File: src/aiw_pkg.sv
// shared constants for the analog i/o word interface
package aiw_pkg;

  // ---------------------------------------------------------------
  // timing
  // ---------------------------------------------------------------
  localparam int CLK_HZ       = 50_000_000;
  localparam int CONV_SLOW_US = 1000;
  localparam int CONV_FAST_US = 500;
  localparam int CONV_SLOW_CYC = CLK_HZ / 1_000_000 * CONV_SLOW_US;
  localparam int STRAP_WAIT   = 2;

  // ---------------------------------------------------------------
  // word allocation
  // ---------------------------------------------------------------
  localparam logic [15:0] IO_BASE   = 16'h07d0;
  localparam logic [15:0] IO_STEP   = 16'h000a;
  localparam logic [15:0] IO_WORDS  = 16'h000a;
  localparam logic [15:0] PRM_BASE  = 16'h4e20;
  localparam logic [15:0] PRM_STEP  = 16'h0064;
  localparam logic [15:0] PRM_WORDS = 16'h0064;

  localparam logic [3:0] IO_CTRL  = 4'h0;
  localparam logic [3:0] IO_SET1  = 4'h1;
  localparam logic [3:0] IO_SET2  = 4'h2;
  localparam logic [3:0] IO_CONV1 = 4'h5;
  localparam logic [3:0] IO_CONV4 = 4'h8;
  localparam logic [3:0] IO_FLAGS = 4'h9;

  localparam logic [6:0] PRM_MODE  = 7'h00;
  localparam logic [6:0] PRM_RANGE = 7'h01;
  localparam logic [6:0] PRM_HOLD  = 7'h02;
  localparam logic [6:0] PRM_TIME  = 7'h12;

  // ---------------------------------------------------------------
  // field positions
  // ---------------------------------------------------------------
  localparam int CTRL_EN0    = 0;
  localparam int CTRL_PEAK0  = 4;
  localparam int FLAG_DISC0  = 4;
  localparam int FLAG_ADJ    = 13;
  localparam int FLAG_SETERR = 14;
  localparam int RANGE_IN0   = 4;
  localparam int MODE_ADJ    = 0;
  localparam int TIME_FAST   = 0;

  localparam logic [1:0] RNG_1_5V  = 2'h0;
  localparam logic [1:0] RNG_0_10V = 2'h1;
  localparam logic [1:0] RNG_0_5V  = 2'h2;
  localparam logic [1:0] RNG_BIP   = 2'h3;

  localparam logic [1:0] HOLD_CLEAR_CHOICE = 2'h0;
  localparam logic [1:0] HOLD_KEEP         = 2'h1;
  localparam logic [1:0] HOLD_MAX          = 2'h2;

  localparam logic [15:0] UNI_MAX_4K = 16'h0fa0;
  localparam logic [15:0] UNI_MAX_8K = 16'h1f40;
  localparam logic [15:0] BIP_MAX_4K = 16'h0898;
  localparam logic [15:0] BIP_MIN_4K = 16'hf768;
  localparam logic [15:0] BIP_MAX_8K = 16'h1130;
  localparam logic [15:0] BIP_MIN_8K = 16'heed0;
  localparam logic [15:0] WORD_ZERO  = 16'h0000;

  // ---------------------------------------------------------------
  // host controller registers (ahb byte offsets)
  // ---------------------------------------------------------------
  localparam logic [7:0] H_CTRL  = 8'h00;
  localparam logic [7:0] H_ADDR  = 8'h04;
  localparam logic [7:0] H_WDATA = 8'h08;
  localparam logic [7:0] H_GO    = 8'h0c;
  localparam logic [7:0] H_RDATA = 8'h10;
  localparam logic [7:0] H_STAT  = 8'h14;
  localparam logic [7:0] H_MASK  = 8'h18;
  localparam logic [7:0] H_STATE = 8'h1c;

  localparam int HC_TABLES  = 0;
  localparam int HC_STANDBY = 1;
  localparam int HC_FATAL   = 2;
  localparam int GO_START   = 0;
  localparam int GO_WRITE   = 1;
  localparam int GO_RESTART = 2;
  localparam int ST_DONE    = 0;
  localparam int ST_REFUSED = 1;
  localparam int ST_RESTART = 2;
  localparam int ST_BITS    = 3;

  typedef enum logic {AIW_IDLE, AIW_BUSY} aiw_hstate_t;

endpackage : aiw_pkg

File: src/aiw_link_if.sv
// word exchange link between host cpu end and analog unit end
`timescale 1ns/1ps
interface aiw_link_if (
  input wire logic clk
);
  logic        req;
  logic        wr;
  logic [15:0] addr;
  logic [15:0] wdata;
  logic        restart;
  logic        standby;
  logic        fatal;
  logic        ack;
  logic [15:0] rdata;

  modport dev  (input req, wr, addr, wdata, restart, standby, fatal, output ack, rdata);
  modport host (output req, wr, addr, wdata, restart, standby, fatal, input ack, rdata);
endinterface : aiw_link_if

File: src/aiw_device.sv
// analog unit end: word map, clamping, output hold, conversion sampling
//
// Decided for this implementation: the AHB-Lite register port.
`timescale 1ns/1ps

// Notes on behaviour
// - out-of-range set values saturate at limits
// - bipolar range uses two's complement words
// - parameters take effect only after restart
// - adjustment mode entered and left via restart
// - unit one occupies 2010-2019 and 20100-20199
// - input conversions at base plus five..eight
// - output set values at base plus one, two
// - disconnection flags in bits 4-7, word nine
// - unipolar conversions span 0000 to 0FA0, or 0000 to 1F40 at 8000 resolution
// - host exchanges everything through allocated words
// - host builds io tables before exchanging
// - stopped outputs follow hold choice
// - parameter selects 8000 resolution, 500 us
module aiw_device #(
  parameter int CONV_SLOW_CYC = aiw_pkg::CONV_SLOW_CYC
) (
  // clock and reset
  input  wire logic        clk,
  input  wire logic        nrst,
  // link to host
  aiw_link_if.dev          link,
  // unit number switch
  input  wire logic [6:0]  unit_no,
  // converter front end, four inputs of 16 bits
  input  wire logic [63:0] adc_raw,
  input  wire logic [3:0]  disc_raw,
  // converter back end
  output logic      [31:0] dac_word,
  output logic      [1:0]  dac_live,
  output logic             adj_mode
);
  localparam int CONV_FAST_CYC = CONV_SLOW_CYC * aiw_pkg::CONV_FAST_US / aiw_pkg::CONV_SLOW_US;

  // ---------------------------------------------------------------
  // pin synchronisers
  // ---------------------------------------------------------------
  logic [6:0]  unit_s1_q, unit_s2_q;
  logic [63:0] adc_s1_q, adc_s2_q;
  logic [3:0]  disc_s1_q, disc_s2_q;

  always_ff @(posedge clk or negedge nrst)
    if (!nrst)
    begin
      unit_s1_q <= '0;
      unit_s2_q <= '0;
      adc_s1_q  <= '0;
      adc_s2_q  <= '0;
      disc_s1_q <= '0;
      disc_s2_q <= '0;
    end
    else
    begin
      unit_s1_q <= unit_no;
      unit_s2_q <= unit_s1_q;
      adc_s1_q  <= adc_raw;
      adc_s2_q  <= adc_s1_q;
      disc_s1_q <= disc_raw;
      disc_s2_q <= disc_s1_q;
    end

  // ---------------------------------------------------------------
  // unit number, caught once after reset release
  // ---------------------------------------------------------------
  logic [6:0] unit_q;
  logic [1:0] strap_cnt_q;

  always_ff @(posedge clk or negedge nrst)
    if (!nrst)
    begin
      unit_q      <= '0;
      strap_cnt_q <= '0;
    end
    else if (strap_cnt_q == 2'(aiw_pkg::STRAP_WAIT))
    begin
      unit_q      <= unit_s2_q;
      strap_cnt_q <= strap_cnt_q + 2'd1;
    end
    else if (strap_cnt_q < 2'(aiw_pkg::STRAP_WAIT))
      strap_cnt_q <= strap_cnt_q + 2'd1;

  // ---------------------------------------------------------------
  // address decode
  // ---------------------------------------------------------------
  logic [15:0] io_base, prm_base, io_off, prm_off;
  logic        io_hit, prm_hit, take;

  assign io_base  = aiw_pkg::IO_BASE + 16'(unit_q) * aiw_pkg::IO_STEP;
  assign prm_base = aiw_pkg::PRM_BASE + 16'(unit_q) * aiw_pkg::PRM_STEP;
  assign io_off   = link.addr - io_base;
  assign prm_off  = link.addr - prm_base;
  assign io_hit   = (link.addr >= io_base) && (io_off < aiw_pkg::IO_WORDS);
  assign prm_hit  = (link.addr >= prm_base) && (prm_off < aiw_pkg::PRM_WORDS);
  assign take     = link.req && !link.ack;

  // ---------------------------------------------------------------
  // written words: io control, set values, parameter area
  // ---------------------------------------------------------------
  logic [15:0] ctrl_q, set1_q, set2_q;
  logic [15:0] prm_mode_q, prm_range_q, prm_hold_q, prm_time_q;

  always_ff @(posedge clk or negedge nrst)
    if (!nrst)
    begin
      ctrl_q      <= '0;
      set1_q      <= '0;
      set2_q      <= '0;
      prm_mode_q  <= '0;
      prm_range_q <= '0;
      prm_hold_q  <= '0;
      prm_time_q  <= '0;
    end
    else if (take && link.wr)
    begin
      if (io_hit)
        unique case (io_off[3:0])
          aiw_pkg::IO_CTRL: ctrl_q <= link.wdata;
          aiw_pkg::IO_SET1: set1_q <= link.wdata;
          aiw_pkg::IO_SET2: set2_q <= link.wdata;
          default: ;
        endcase
      else if (prm_hit)
        unique case (prm_off[6:0])
          aiw_pkg::PRM_MODE:  prm_mode_q  <= link.wdata;
          aiw_pkg::PRM_RANGE: prm_range_q <= link.wdata;
          aiw_pkg::PRM_HOLD:  prm_hold_q  <= link.wdata;
          aiw_pkg::PRM_TIME:  prm_time_q  <= link.wdata;
          default: ;
        endcase
    end

  // ---------------------------------------------------------------
  // active configuration, loaded only by restart or reset
  // ---------------------------------------------------------------
  logic [15:0] cfg_range_q, cfg_hold_q;
  logic        cfg_adj_q, cfg_fast_q, set_err;

  always_ff @(posedge clk or negedge nrst)
    if (!nrst)
    begin
      cfg_range_q <= '0;
      cfg_hold_q  <= '0;
      cfg_adj_q   <= 1'b0;
      cfg_fast_q  <= 1'b0;
    end
    else if (link.restart)
    begin
      cfg_range_q <= prm_range_q;
      cfg_hold_q  <= prm_hold_q;
      cfg_adj_q   <= prm_mode_q[aiw_pkg::MODE_ADJ];
      cfg_fast_q  <= prm_time_q[aiw_pkg::TIME_FAST];
    end

  assign set_err  = (cfg_hold_q[1:0] == 2'h3) || (cfg_hold_q[3:2] == 2'h3);
  assign adj_mode = cfg_adj_q;

  // ---------------------------------------------------------------
  // range limits and clamping
  // ---------------------------------------------------------------
  function automatic logic [15:0] aiw_hi(input logic [1:0] rng, input logic hres);
    if (rng == aiw_pkg::RNG_BIP)
      return hres ? aiw_pkg::BIP_MAX_8K : aiw_pkg::BIP_MAX_4K;
    return hres ? aiw_pkg::UNI_MAX_8K : aiw_pkg::UNI_MAX_4K;
  endfunction : aiw_hi

  function automatic logic [15:0] aiw_lo(input logic [1:0] rng, input logic hres);
    if (rng == aiw_pkg::RNG_BIP)
      return hres ? aiw_pkg::BIP_MIN_8K : aiw_pkg::BIP_MIN_4K;
    return aiw_pkg::WORD_ZERO;
  endfunction : aiw_lo

  function automatic logic [15:0] aiw_clamp(input logic [15:0] v, input logic [1:0] rng, input logic hres);
    logic [15:0] hi;
    logic [15:0] lo;
    hi = aiw_hi(rng, hres);
    lo = aiw_lo(rng, hres);
    if ($signed(v) > $signed(hi))
      return hi;
    if ($signed(v) < $signed(lo))
      return lo;
    return v;
  endfunction : aiw_clamp

  // ---------------------------------------------------------------
  // conversion period tick
  // ---------------------------------------------------------------
  logic [31:0] tick_cnt_q;
  logic [31:0] tick_lim;
  logic        tick;

  assign tick_lim = cfg_fast_q ? 32'(CONV_FAST_CYC - 1) : 32'(CONV_SLOW_CYC - 1);
  assign tick     = (tick_cnt_q >= tick_lim);

  always_ff @(posedge clk or negedge nrst)
    if (!nrst)
      tick_cnt_q <= '0;
    else if (tick)
      tick_cnt_q <= '0;
    else
      tick_cnt_q <= tick_cnt_q + 32'd1;

  // ---------------------------------------------------------------
  // input conversion values, with peak hold
  // ---------------------------------------------------------------
  logic [15:0] conv_q [4];
  logic [3:0]  disc_q;

  always_ff @(posedge clk or negedge nrst)
    if (!nrst)
    begin
      for (int i = 0; i < 4; i++)
        conv_q[i] <= '0;
      disc_q <= '0;
    end
    else if (tick && !cfg_adj_q)
    begin
      disc_q <= disc_s2_q;
      for (int i = 0; i < 4; i++)
      begin
        logic [15:0] v;
        v = aiw_clamp(adc_s2_q[16*i +: 16], cfg_range_q[aiw_pkg::RANGE_IN0 + 2*i +: 2], cfg_fast_q);
        if (!ctrl_q[aiw_pkg::CTRL_PEAK0 + i] || ($signed(v) > $signed(conv_q[i])))
          conv_q[i] <= v;
      end
    end

  // ---------------------------------------------------------------
  // analog outputs and hold choice
  // ---------------------------------------------------------------
  logic [15:0] set_w [2];
  logic        run [2];

  assign set_w[0] = set1_q;
  assign set_w[1] = set2_q;

  always_ff @(posedge clk or negedge nrst)
    if (!nrst)
      dac_word <= '0;
    else if (tick)
      for (int c = 0; c < 2; c++)
        if (run[c])
          dac_word[16*c +: 16] <= aiw_clamp(set_w[c], cfg_range_q[2*c +: 2], cfg_fast_q);
        else
          unique case (cfg_hold_q[2*c +: 2])
            aiw_pkg::HOLD_CLEAR_CHOICE: dac_word[16*c +: 16] <= aiw_pkg::WORD_ZERO;
            aiw_pkg::HOLD_KEEP:         dac_word[16*c +: 16] <= dac_word[16*c +: 16];
            aiw_pkg::HOLD_MAX:          dac_word[16*c +: 16] <= aiw_hi(cfg_range_q[2*c +: 2], cfg_fast_q);
            default:                    dac_word[16*c +: 16] <= aiw_pkg::WORD_ZERO;
          endcase

  always_comb
    for (int c = 0; c < 2; c++)
      run[c] = ctrl_q[aiw_pkg::CTRL_EN0 + c] && !link.standby && !link.fatal && !set_err && !cfg_adj_q;

  assign dac_live = {run[1], run[0]};

  // ---------------------------------------------------------------
  // read answers, one cycle after the request is taken
  // ---------------------------------------------------------------
  logic [15:0] flags_w, rd_d;
  logic [15:0] rdata_q;
  logic        ack_q;

  always_comb
  begin
    flags_w = '0;
    flags_w[aiw_pkg::FLAG_DISC0 +: 4] = disc_q;
    flags_w[aiw_pkg::FLAG_ADJ]        = cfg_adj_q;
    flags_w[aiw_pkg::FLAG_SETERR]     = set_err;
    rd_d = '0;
    if (io_hit)
    begin
      if (io_off[3:0] >= aiw_pkg::IO_CONV1 && io_off[3:0] <= aiw_pkg::IO_CONV4)
        rd_d = conv_q[2'(io_off[3:0] - aiw_pkg::IO_CONV1)];
      else
        unique case (io_off[3:0])
          aiw_pkg::IO_CTRL:  rd_d = ctrl_q;
          aiw_pkg::IO_SET1:  rd_d = set1_q;
          aiw_pkg::IO_SET2:  rd_d = set2_q;
          aiw_pkg::IO_FLAGS: rd_d = flags_w;
          default:           rd_d = '0;
        endcase
    end
    else if (prm_hit)
      unique case (prm_off[6:0])
        aiw_pkg::PRM_MODE:  rd_d = prm_mode_q;
        aiw_pkg::PRM_RANGE: rd_d = prm_range_q;
        aiw_pkg::PRM_HOLD:  rd_d = prm_hold_q;
        aiw_pkg::PRM_TIME:  rd_d = prm_time_q;
        default:            rd_d = '0;
      endcase
  end

  always_ff @(posedge clk or negedge nrst)
    if (!nrst)
    begin
      ack_q   <= 1'b0;
      rdata_q <= '0;
    end
    else
    begin
      ack_q <= take;
      if (take && !link.wr)
        rdata_q <= rd_d;
    end

  assign link.ack   = ack_q;
  assign link.rdata = rdata_q;

endmodule : aiw_device

File: src/flat_wrapper.sv
// flat-port wrapper written by rule: the top's interface ports become plain ports
module aiw_device_flat 
#(
  parameter int CONV_SLOW_CYC = aiw_pkg::CONV_SLOW_CYC
)
  (clk, nrst, unit_no, adc_raw, disc_raw, dac_word, dac_live, adj_mode, link_req, link_wr, link_addr, link_wdata, link_restart, link_standby, link_fatal, link_ack, link_rdata);
  aiw_link_if link_i (.clk(clk));
  input  wire logic clk;
  input  wire logic nrst;
  input  wire logic [6:0] unit_no;
  input  wire logic [63:0] adc_raw;
  input  wire logic [3:0] disc_raw;
  output logic      [31:0] dac_word;
  output logic      [1:0] dac_live;
  output logic adj_mode;
  input wire logic [$bits(link_i.req)-1:0] link_req;
  input wire logic [$bits(link_i.wr)-1:0] link_wr;
  input wire logic [$bits(link_i.addr)-1:0] link_addr;
  input wire logic [$bits(link_i.wdata)-1:0] link_wdata;
  input wire logic [$bits(link_i.restart)-1:0] link_restart;
  input wire logic [$bits(link_i.standby)-1:0] link_standby;
  input wire logic [$bits(link_i.fatal)-1:0] link_fatal;
  output wire logic [$bits(link_i.ack)-1:0] link_ack;
  output wire logic [$bits(link_i.rdata)-1:0] link_rdata;
  assign link_i.req = link_req;
  assign link_i.wr = link_wr;
  assign link_i.addr = link_addr;
  assign link_i.wdata = link_wdata;
  assign link_i.restart = link_restart;
  assign link_i.standby = link_standby;
  assign link_i.fatal = link_fatal;
  assign link_ack = link_i.ack;
  assign link_rdata = link_i.rdata;
  aiw_device #(.CONV_SLOW_CYC(CONV_SLOW_CYC)) u_core (.clk(clk), .nrst(nrst), .link(link_i), .unit_no(unit_no), .adc_raw(adc_raw), .disc_raw(disc_raw), .dac_word(dac_word), .dac_live(dac_live), .adj_mode(adj_mode));
endmodule
File: config.mk
export PLATFORM = sky130hd
export DESIGN_NAME = aiw_device_flat
export DESIGN_NICKNAME = d
export VERILOG_FILES = /design/src/aiw_pkg.sv /design/src/aiw_link_if.sv /design/src/aiw_device.sv /design/src/flat_wrapper.sv
export SDC_FILE = /design/constraint.sdc
export NUM_CORES = 1
export LEC_CHECK = 0
export ABC_AREA = 1
export BUFFER_PORTS_ARGS = -buffer_cell sky130_fd_sc_hd__buf_2
export CAP_MARGIN = 20
export CORE_ASPECT_RATIO = 1.25
export CORE_UTILIZATION = 52
export DETAILED_ROUTE_END_ITERATION = 10
export PLACE_DENSITY = 0.73
export SYNTH_ARGS = -nofsm -noshare
export SYNTH_HDL_FRONTEND = slang
export SYNTH_SLANG_ARGS = --single-unit
File: constraint.sdc
create_clock -name clk -period 10.2 [get_ports clk]
set_clock_uncertainty 0.05 [all_clocks]
set_input_delay 2.04 -clock clk [delete_from_list [all_inputs] [get_ports clk]]
set_output_delay 2.04 -clock clk [all_outputs]
set_load 0.02 [all_outputs]
---- After elaboration in Yosys (flattened, before gate mapping) ----
Cells that the tools add are included.
storage, ports and cells
  logic and storage cells ................. 275
  memories ................................ 0
  register bits ........................... 438
  bits in latches ......................... 0
  output and inout port bits .............. 52
  memory bits (writable) .................. 0
  memory bits (read-only) ................. 0
cells by class
  $lt $le $gt $ge ......................... 25
  multiplexer cells ....................... 143
  multipliers ............................. 2
  shift operators ......................... 0
  reduce and logical (&&, ||, !) cells .... 46
  div/mod/pow operators ................... 0
  eq/ne operators ......................... 21
  bitwise operators ....................... 2
  add/subtract/negate cells ............... 7
operators by type and width
  kind                                                                    count
  16-bit two-way mux                                                      78
  16-bit greater-than comparator                                          10
  16-bit one-hot mux with 4 select lines                                  2
  16-bit < comparator                                                     6
  16-bit one-hot mux with 2 select lines                                  2
  1-bit two-way mux                                                       54
  13-bit two-way mux                                                      3
  32-bit by 1-bit adder with 32-bit output (second input constant)        1
  16-bit binary-select mux with 2-bit select                              1
  16-bit greater-or-equal comparator                                      2
  32-bit greater-or-equal comparator                                      1
  32-bit two-way mux                                                      1
  2-bit == test (second input constant)                                   11
  15-bit by 14-bit adder with 16-bit output (first input constant)        1
  16-bit by 4-bit < comparator with 1-bit output (second input constant)  1
  16-bit by 7-bit < comparator with 1-bit output (second input constant)  1
  4-bit AND reduction                                                     4
  16-bit by 12-bit subtractor with 16-bit output                          1
  16-bit subtractor                                                       1
  1-bit logical AND                                                       15
  11-bit by 11-bit adder with 12-bit output (first input constant)        1
  7-bit by 5-bit multiplier with 12-bit output (second input constant)    1
  2-bit AND reduction                                                     6
  1-bit zero test                                                         10
  23 further kinds                                                        32

---- Depth between registers and ports, before layout ----
Gate-level depths: netlist of the first run.
  depth in word-level cells ............... 20
  mapped depth ............................ 33
  mapped depth without buffers ............ 32

---- Least setup slack after synthesis of the first run ----
OpenSTA, ideal clock, no wires.
  path kind ............................... input port to output port
  start ................................... input port link_standby
  end ..................................... output port dac_live[1]
  path slack .............................. 5.172 ns
  arrival ................................. 2.938 ns
  required time ........................... 8.110 ns
  cell stages on the path ................. 4
  path buffers ............................ 1
  path through ............................ nor2_1 > inv_1 > nor4_1 > clkbuf_1
between the ends
  cells in the longest elaborated chain, start to end .. 5
ends and longest elaborated chain
  element                          line                source
  from (decl)                      flat_wrapper.sv:21  input wire logic [$bits(link_i.standby)-1:0] link_standby;
  1-bit zero test                  aiw_device.sv:258   run[c] = ctrl_q[aiw_pkg::CTRL_EN0 + c] && !link.standby && !link.fatal && !set_err && !cfg_adj_q;
  1-bit logical AND (4 in series)  aiw_device.sv:258
  to (decl)                        flat_wrapper.sv:14  output logic [1:0] dac_live;
Every way passes these cells.

---- Final worst setup path of the first run ----
  start ................................... register u_core.unit_q[3]
  end ..................................... register u_core.prm_range_q[14]
between the ends
  cells in the longest elaborated chain, start to end .. 7
  elaborated cells between the ends (all ways) .. 15
  classes of those cells .................. add/sub: 4; mul: 2; order compare: 4; eq/ne: 1; bitwise: 1; reduce/logical: 3
ends and longest elaborated chain
  element                                         line               source
  from (decl)                                     aiw_device.sv:70   logic [6:0] unit_q;
  from (signal assigned)                          aiw_device.sv:81   unit_q <= unit_s2_q;
  7-bit by 3-bit multiplier with 10-bit output    aiw_device.sv:93   assign io_base = aiw_pkg::IO_BASE + 16'(unit_q) * aiw_pkg::IO_STEP;
  11-bit by 11-bit adder with 12-bit output       aiw_device.sv:93
  16-bit by 12-bit subtractor with 16-bit output  aiw_device.sv:95   assign io_off = link.addr - io_base;
  16-bit by 4-bit < comparator with 1-bit output  aiw_device.sv:97   assign io_hit = (link.addr >= io_base) && (io_off < aiw_pkg::IO_WORDS);
  1-bit logical AND                               aiw_device.sv:97
  1-bit NOT (no source line)                      n/a
  4-bit AND reduction (no source line) (*)        n/a
  to (signal assigned)                            aiw_device.sv:130  aiw_pkg::PRM_RANGE: prm_range_q <= link.wdata;
  to (decl)                                       aiw_device.sv:105  logic [15:0] prm_mode_q, prm_range_q, prm_hold_q, prm_time_q;
Mark *: on every way between the ends. The rest lies on a longest branch, timed or not.
A chain may end at the register's enable or synchronous reset.

==> impl_metrics.tcl, run 1 <==
set metrics [dict create \
    clock-sinks 438 \
    ant_nets 0 \
    slew_violations 0 \
    avgViaCountPerCell 5.46 \
    status "completed" \
    grt_max_degree 157 \
    relSlewSlack 0.261 \
    grt_pass1_vias 22100 \
    detailed_place_hpwl_mm 52.5 \
    cp_data_required_time_ns 10.63 \
    worstReg2RegStart "u_core.unit_q[3]" \
    fin_crit_sh 0.574 \
    drtIter0Drc 1934 \
    cts_tree "yes" \
    wl_mm 70.4 \
    setup_viol 0 \
    diodes 0 \
    crit_path_max_incr_delay_ns 0.48 \
    wl_per_cell_um 16.9 \
    instances_no_fill 4162 \
    antenna_found_initial 0 \
    setup_slack_ns 4.35 \
    cts_buffers 46 \
    crit_path_start "u_core.unit_q[3]" \
    cp_num_buf_inv 1 \
    ys_seq_area_frac 0.417 \
    die_w_um 203 \
    leakage_uw 0.0158 \
    cp_top_family "simple AND/OR/NAND/NOR gates" \
    holdWs_ns 0.293 \
    hold_viol 0 \
    htreeDepth 2 \
    vdd_drop_max_uv 173 \
    dr.pass1.iters 6 \
    gp_congestion 0.955 \
    area_growth_pct 11.7 \
    drc 0 \
    grt_overflow 0 \
    synth-seq-cells 438 \
    worst_pin_slew_ns 1.11 \
    clk_pin_slew_worst_paths_ns 0.06 \
    ys_warn_count 0 \
    start_util 0.529 \
    pre_cts_slack_ns 4.25 \
    min_from "u_core.adc_s1_q[4]" \
    io_buffers 165 \
    grt_pass1_wl_mm 114 \
    core_sq_um 49600 \
    ys_top_cells_by_area "dfrtp_1 42%, nand2_1 14%, ha_1 14%" \
    reg2reg_slack_ns 4.35 \
    holdPathEnd "u_core.adc_s2_q[4]" \
    cts_hold_buf 0 \
    cts-resized-gates 0 \
    min_delay_path_depth 0 \
    end_kind "register" \
    rsz0062_at_grt "false" \
    grt_usage 0.278 \
    synth.avg_cell_area_sq_um 7.93 \
    critPathKind "reg -> reg" \
    p_per_area_nw_per_um2 159 \
    clk_latency_ns 0.59 \
    maxCapViolCount 0 \
    fin_crit_ns 5.85 \
    synthesis.area_sq_um 26300 \
    tns_ns 0 \
    crit_arrival_ns 6.28 \
    clock_path_buffers 3 \
    path_max_fanout 16 \
    synth_edf_count 0 \
    min_path_type "reg -> reg" \
    total_power_uw 4680 \
    dieArea_sq_um 51500 \
    reg2regPathDepth 25 \
    core.rowCount 91 \
    placed_cells 4082 \
    cpMostUsedCell "nand2_1" \
    async_flop_share 1.00 \
    post-cts-setup-buffer-count 0 \
    fmax_mhz 171 \
    yosys_most_used_dff "dfrtp_1" \
    yosysUniqueCellTypes 53 \
    rr_endpoint "u_core.prm_range_q[14]" \
    io-pin-count 166 \
    slowest_stage "dfrtp_1" \
    yosys.area.top_type "dfrtp_1" \
    setup.worst_path.start_class "register" \
    die_y_um 253 \
    clockRootBuffer "clkbuf_16" \
    layout-drive-gt1-share 0.0957 \
    synthCells 3314 \
    nets 3892 \
    yosysTopAreaCellShare 0.417 \
    vias 22700 \
    fill_cells 4560 \
]
## cells in the mapped netlist (2+ instances only)
| cell type | number |
|---|---|
| ha_1 | 294 |
| and3_1 | 4 |
| o221ai_1 | 7 |
| a21oi_2 | 3 |
| buf_4 | 5 |
| inv_2 | 9 |
| nor2_2 | 6 |
| nand2_2 | 8 |
| nand3b_1 | 15 |
| nor2_4 | 5 |
| nor2_1 | 225 |
| clkinv_1 | 5 |
| buf_2 | 25 |
| mux2_2 | 15 |
| a211oi_1 | 6 |
| o22ai_1 | 4 |
| xnor2_1 | 5 |
| nor4_1 | 15 |
| xor2_1 | 24 |
| nor3b_1 | 5 |
| fa_1 | 5 |
| o31ai_1 | 5 |
| a31oi_1 | 5 |
| dfrtp_1 | 438 |
| or2_2 | 22 |
| nor3_1 | 29 |
| clkbuf_1 | 38 |
| a21o_1 | 9 |
| a21oi_1 | 198 |
| o21ai_1 | 65 |
| buf_6 | 5 |
| nand3_1 | 189 |
| o21ai_0 | 152 |
| nand2_1 | 988 |
| o21a_1 | 2 |
| nand4_1 | 76 |
| o21bai_1 | 2 |
| a211o_1 | 5 |
| a21boi_0 | 3 |
| nand2_4 | 4 |
| buf_1 | 2 |
| inv_1 | 376 |
## worst max path at each step
stage | to | slack [ns] | depth (start not counted)
2_1_floorplan | dac_live[1] | 5.17 | 4
3_3_place_gp | u_core.link.rdata[9] | 4.23 | 12
3_5_place_dp | u_core.link.rdata[9] | 4.25 | 12
4_1_cts | u_core.prm_range_q[0] | 4.38 | 25
5_1_grt | u_core.prm_range_q[2] | 3.75 | 29
6_report | u_core.prm_range_q[14] | 4.35 | 25
## logic make-up after synthesis
| logic type | synth area share |
|---|---|
| AND/OR/NAND/NOR | 0.258 |
| AO/OA/AOI/OAI | 0.0952 |
| buffers and inverters | 0.0697 |
| flip-flops | 0.417 |
| adder cells (fa/ha/maj) | 0.144 |
| XOR/XNOR | 0.00966 |
| multiplexers | 0.00643 |
| other | 0.000143 |
## cell usage in the layout (no fill, tap or decap), types with 8 or more instances in the layout
| cell type | synthesis | routed |
|---|---|---|
| inv_2 | 9 | 9 |
| nand3b_1 | 15 | 15 |
| nand2_2 | 8 | 8 |
| nor3_1 | 29 | 28 |
| dfrtp_1 | 438 | 438 |
| nor2_1 | 225 | 225 |
| buf_4 | 5 | 12 |
| clkbuf_16 | 0 | 47 |
| ha_1 | 294 | 294 |
| mux2_2 | 15 | 15 |
| inv_1 | 376 | 376 |
| xor2_1 | 24 | 24 |
| or2_2 | 22 | 22 |
| nand2_1 | 988 | 988 |
| o21ai_1 | 65 | 65 |
| o21ai_0 | 152 | 152 |
| nand4_1 | 76 | 76 |
| a21oi_1 | 198 | 198 |
| nor4_1 | 15 | 13 |
| nand3_1 | 189 | 189 |
| a21o_1 | 9 | 9 |
| buf_2 | 25 | 164 |
| conb_1 | 1 | 15 |
| clkbuf_8 | 0 | 8 |
## through the flow
stage	cell area, sq um	utilization
after floorplan	26300	-
after detailed placement	27700	0.559
final	29300	0.591
after global placement	27700	0.559
after CTS	29300	0.591
after global routing	29300	0.591
## power by group
| group | internal (uW) | switching [uW] | total, uW | leakage (uW) |
|---|---|---|---|---|
| logic | 351 | 685 | 1040 | 0.00941 |
| registers | 1810 | 57.9 | 1860 | 0.00557 |
| clock network | 1050 | 723 | 1780 | 0.000780 |
| total | 3210 | 1470 | 4680 | 0.0158 |
## worst reg2reg max path: stages (launching register included)
cell and delay, ns:
dfrtp_1 0.48, ha_1 0.32, ha_1 0.31, fa_1 0.46
ha_1 0.38, nand2_1 0.06, o21ai_0 0.25, a21oi_1 0.10
o21ai_0 0.20, xor2_1 0.32, nand2_1 0.10, nand3_1 0.13
nand2_1 0.07, ha_1 0.35, inv_1 0.08, nor3_1 0.23
and2_1 0.16, nand2_1 0.06, nand3_1 0.08, nand3_1 0.08
nor2_1 0.17, nand3_1 0.45, nor2_4 0.36, nand2_2 0.29
nand2_1 0.16, nand2_1 0.06
## layout make-up
type	count	area [sq um]	area share
multi-input combinational	2425	13600	0.462
clock inverter	22	308	0.0105
clock buffer	58	1300	0.0442
sequential	438	11000	0.373
inverter	390	1460	0.0499
timing repair buffer	178	946	0.0322
tap	651	815	0.0278
## flip-flops by register name (all words and copies together) (netlist names), 12 cells and up
register            count
u_core.set2_q          16
u_core.prm_mode_q      16
u_core.adc_s2_q        64
u_core.dac_word        32
u_core.prm_hold_q      16
u_core.set1_q          16
u_core.cfg_range_q     12
u_core.tick_cnt_q      32
u_core.prm_time_q      16
u_core.link.rdata      16
u_core.ctrl_q          16
u_core.adc_s1_q        64
u_core.prm_range_q     16
u_core.conv_q          64
## per-layer routing
layer	share of wire	track usage	up-vias
li1	-	-	11100
met1	0.43	0.358	10700
met4	0.036	0.103	0
met2	0.47	0.469	731
met3	0.064	0.0447	151
met5	0	0	-
No activity file was read; power rests on OpenSTA's default activity.
==> run 2, diff against run 1 <==
Settings changed: PLACE_DENSITY 0.73 to 0.76.
Clock period 10.2 ns to 5.1 ns, I/O delays scaled along.
==> impl_metrics.tcl, run 2 (synthesis gave the netlist of run 1 again) <==
set metrics [dict create \
    status "completed" \
    fill_cells 4345 \
    core.rowCount 91 \
    clockRootBuffer "clkbuf_16" \
    grt_pass1_vias 22300 \
    dpl_cell_area_sq_um 28200 \
    gp_congestion 0.977 \
    clock-sinks 438 \
    cts_tree "yes" \
    io-pin-count 166 \
    path_max_fanout 8 \
    min_path_type "reg -> reg" \
    layout-drive-gt1-share 0.134 \
    fin_crit_sh 0.976 \
    dr.pass1.iters 6 \
    clk_latency_ns 0.62 \
    maxCapViolCount 0 \
    wl_per_cell_um 16.9 \
    top_regs "u_core.adc_s1_q (64), u_core.adc_s2_q (64), u_core.conv_q (64)" \
    avgViaCountPerCell 5.49 \
    reg2reg_slack_ns 0.12 \
    grt_pass1_wl_mm 114 \
    io_buffers 165 \
    grt_usage 0.279 \
    diodes 0 \
    critPathKind "reg -> reg" \
    vdd_drop_max_uv 307 \
    dieArea_sq_um 51500 \
    worst_pin_slew_ns 0.895 \
    clk_pin_slew_worst_paths_ns 0.07 \
    cpMostUsedCell "nand2_1" \
    area_growth_pct 16.0 \
    nets 3957 \
    multiInputGateArea_sq_um 14000 \
    hold_viol 0 \
    cp_num_buf_inv 4 \
    layout.area.seq_sq_um 11000 \
    drc 0 \
    drtIter0Drc 2176 \
    slowest_stage "fa_1" \
    setup_viol 0 \
    relSlewSlack 0.399 \
    path_depth 32 \
    die_y_um 253 \
    antenna_found_initial 1 \
    crit_arrival_ns 5.47 \
    min_delay_path_depth 0 \
    grt_overflow 0 \
    htreeDepth 2 \
    core_sq_um 49600 \
    final_cell_area_sq_um 30500 \
    cp_top_family "simple AND/OR/NAND/NOR gates" \
    clock_path_buffers 3 \
    end_kind "register" \
    instances_no_fill 4233 \
    vias 23200 \
    placed_cells 4133 \
    reg2regPathDepth 32 \
    fmax_mhz 201 \
    slew_violations 0 \
    wl_mm 71.7 \
    final_common_cell "nand2_1" \
    tns_ns 0 \
    ant_nets 0 \
    cts_hold_buf 0 \
    cts_buffers 48 \
    leakage_uw 0.0163 \
    die_w_um 203 \
    crit_path_max_incr_delay_ns 0.54 \
    detailed_place_hpwl_mm 52.7 \
    p_per_area_nw_per_um2 319 \
    final_cell_mix "944 x nand2_1, 438 x dfrtp_1, 374 x inv_1" \
    fin_crit_ns 4.98 \
    cp_data_required_time_ns 5.60 \
    rsz0062_at_grt "true" \
    start_util 0.529 \
    setup.worst_path.start_class "register" \
    grt_max_degree 106 \
]
## run 2: worst paths after layout
kind                                        end                from
max                        u_core.prm_mode_q[7]    u_core.unit_q[1]
min                          u_core.adc_s2_q[9]  u_core.adc_s1_q[9]
max reg2reg                u_core.prm_mode_q[7]    u_core.unit_q[1]
min reg2reg                  u_core.adc_s2_q[9]  u_core.adc_s1_q[9]
max in group asynchronous  u_core.tick_cnt_q[5]                nrst
min in group asynchronous   u_core.adc_s1_q[40]                nrst
## run 2: per-stage QoR
stage	power (uW)	setup slack [ns]	hold slack [ns]	util
6_report	9730	0.125	0.287	0.614
5_1_grt	10200	-0.143	0.291	0.614
3_3_place_gp	5850	0.0291	0.281	0.567
4_1_cts	9600	0.00739	0.290	0.603
2_1_floorplan	5220	0.0889	0.281	-
3_5_place_dp	5880	-0.111	0.285	0.567
## run 2: worst reg2reg max path: cells and delay by family, from the launching register on
family          cells  cell delay (ns)
simple gates       19             1.95
fa+ha+maj           5             1.42
buf+inv             4             0.47
compound gates      4             0.61
flops               1             0.42
## run 2: area by class of cell
| cell class | count | share of cell area |
|---|---|---|
| clock buffers | 59 | 0.0427 |
| clock inverters | 29 | 0.0124 |
| inverters | 390 | 0.0483 |
| multi-input cells | 2425 | 0.459 |
| flip-flops and latches | 438 | 0.360 |
| well taps | 651 | 0.0267 |
| repair buffers | 241 | 0.0509 |
## run 2: power breakdown
part | internal [uW] | total (uW) | switching [uW]
clock network | 2150 | 3710 | 1550
logic | 824 | 2310 | 1480
registers | 3610 | 3720 | 105
total | 6590 | 9730 | 3140
## run 2: timing repair
item	CTS	global route
endpoints found under the setup margin	48	170
pin swaps	5	46
gates resized for setup	5	110
setup buffers	4	6
cloned	0	2
## run 2: routing by layer
layer	up-vias	global-route usage	part of all wire
li1	11300	-	-
met1	10900	0.374	0.43
met2	846	0.448	0.46
met3	201	0.0418	0.068
met4	0	0.125	0.045
met5	-	0	0
==> run 3, diff against run 2 <==
Settings changed: CORE_MARGIN set to 5, GPL_TIMING_DRIVEN set to 0, RECOVER_POWER set to 50.
==> impl_metrics.tcl, run 3 (synthesis gave the netlist of run 1 again) <==
set metrics [dict create \
    io-pin-count 166 \
    nets 3994 \
    vdd_drop_max_uv 313 \
    final_cell_mix "958 x nand2_1, 433 x dfrtp_1, 374 x inv_1" \
    internal_power_uw 6560 \
    gp_congestion 0.955 \
    die_y_um 261 \
    pwr-share-seq 0.388 \
    setup_viol 0 \
    clock-sinks 438 \
    rr_endpoint "u_core.prm_mode_q[14]" \
    min_path_type "reg -> reg" \
    diodes 0 \
    area_growth_pct 15.9 \
    grt_pass1_wl_mm 116 \
    htreeDepth 2 \
    final_common_cell "nand2_1" \
    fin_crit_ns 5.00 \
    io_buffers 164 \
    reg2regPathDepth 27 \
    reg2reg_slack_ns 0.10 \
    tns_ns 0 \
    grt_max_degree 116 \
    drc 0 \
    top_regs "u_core.adc_s1_q (64), u_core.adc_s2_q (64), u_core.conv_q (64)" \
    dr.pass1.iters 6 \
    swShare 0.315 \
    setup_slack_ns 0.103 \
    die_w_um 211 \
    relSlewSlack -1.38 \
    drtIter0Drc 1885 \
    clk_latency_ns 0.60 \
    worst_pin_slew_ns 3.57 \
    critPathKind "reg -> reg" \
    detailed_place_hpwl_mm 54.2 \
    power.share.clock 0.373 \
    clk_pin_slew_worst_paths_ns 0.06 \
    core.rowCount 92 \
    ant_nets 0 \
    worstReg2RegStart "u_core.unit_q[2]" \
    fmax_mhz 200 \
    vias 23200 \
    cp_data_required_time_ns 5.58 \
    fill_cells 4364 \
    fin_util 0.606 \
    clockRootBuffer "clkbuf_16" \
    grt_pass1_vias 22400 \
    dieArea_sq_um 55200 \
    cts_hold_buf 0 \
    core_sq_um 50300 \
    min_from "u_core.adc_s1_q[15]" \
    status "complete, but fails checks" \
    end_kind "register" \
    start_util 0.522 \
    pre_cts_slack_ns -1.35 \
    total_power_uw 9560 \
    rsz0062_at_grt "true" \
    crit_arrival_ns 5.48 \
    violations "capacitance limit, slew limit" \
    grt_overflow 0 \
    pwr-share-comb 0.239 \
    holdPathEnd "u_core.adc_s2_q[15]" \
    hold_viol 0 \
    cts_tree "yes" \
    antenna_found_initial 0 \
    p_per_area_nw_per_um2 314 \
    cts_buffers 47 \
    min_delay_path_depth 0 \
    layout-drive-gt1-share 0.133 \
    fin_crit_sh 0.980 \
    wl_per_cell_um 17.0 \
    slew_violations 60 \
    path_max_fanout 6 \
    wl_mm 72.6 \
    clock_path_buffers 3 \
    grt_usage 0.260 \
    leakage_uw 0.0162 \
    setup.worst_path.start_class "register" \
    maxCapViolCount 1 \
    avgViaCountPerCell 5.43 \
    p_sw_uw 3010 \
]
==> run 3: changes by cell type in the layout (fill, tap and decap cells not counted), sizes merged <==
cell,change
buf,-1
clkinvlp,-2
inv,-3
bufinv,-1
clkinv,-3
clkbuf,+44
==> run 3: worst max path at each step <==
| stage | startpoint | endpoint | slack [ns] |
|---|---|---|---|
| 2_1_floorplan | u_core.cfg_fast_q | u_core.conv_q[13] | 0.09 |
| 5_1_grt | u_core.unit_q[2] | u_core.prm_mode_q[9] | -0.17 |
| 3_3_place_gp | nrst | u_core.tick_cnt_q[7] | -5.71 |
| 3_5_place_dp | u_core.cfg_fast_q | u_core.conv_q[14] | -1.35 |
| 6_report | u_core.unit_q[2] | u_core.prm_mode_q[14] | 0.10 |
| 4_1_cts | u_core.unit_q[2] | u_core.prm_mode_q[14] | 0.01 |
==> run 3: through the flow <==
step / cell area (sq um) / cells / hold slack [ns]
after floorplan: 26300 / 3328 / 0.281
after global routing: 30500 / 4274 / 0.299
final: 30500 / 4274 / 0.288
after detailed placement: 28100 / 4155 / 0.285
after CTS: 30000 / 4250 / 0.290
after global placement: 28000 / 4150 / 0.283
==> run 3: metal layers <==
layer | up-vias | GRT usage | share of wire
met5 | - | 0 | 0
met4 | 0 | 0.0989 | 0.044
met3 | 190 | 0.0461 | 0.072
met2 | 834 | 0.433 | 0.47
met1 | 10800 | 0.341 | 0.42
li1 | 11400 | - | -
==> run 3: timing repair <==
item | CTS | global route
setup endpoints to repair | 138 | 191
cloned | 2 | 0
pin swaps | 19 | 39
resized for setup | 34 | 97
setup buffers | 10 | 24
==> run 3: power by group through the flow <==
stage / clock network, uW / logic [uW] / registers (uW)
6_report: 3560 / 2290 / 3710
5_1_grt: 3770 / 2600 / 3720
4_1_cts: 3640 / 2120 / 3710
3_5_place_dp: 0 / 2040 / 3770
3_3_place_gp: 0 / 2000 / 3770
2_1_floorplan: 0 / 1460 / 3760
==> run 3: area by class of cell <==
cell class,count,area [sq um],share of cell area
clock inverters,20,246,0.00809
flip-flops and latches,438,11000,0.360
clock buffers,64,1360,0.0447
plain buffers,74,377,0.0124
inverters,390,1470,0.0483
multi-input cells,2425,14000,0.458
well taps,658,823,0.0270
repair buffers,205,1260,0.0414
==> run 3: critical path: stages, from the launching register on <==
cell     delay [ns]
dfrtp_2        0.45
ha_4           0.30
ha_4           0.19
fa_2           0.56
ha_4           0.21
a21oi_2        0.14
nand2_2        0.08
buf_4          0.14
xnor2_2        0.18
o21ai_1        0.15
nor2_1         0.16
nand2_2        0.10
and3_4         0.21
ha_1           0.30
a21oi_1        0.16
nand2_1        0.10
a21oi_2        0.15
nand2_1        0.07
nand2_1        0.07
nand3_2        0.08
nor2_4         0.18
nand2_4        0.08
nor2_8         0.15
nand2_4        0.10
nor2_4         0.25
buf_6          0.18
nand2_1        0.05
nand2_1        0.05
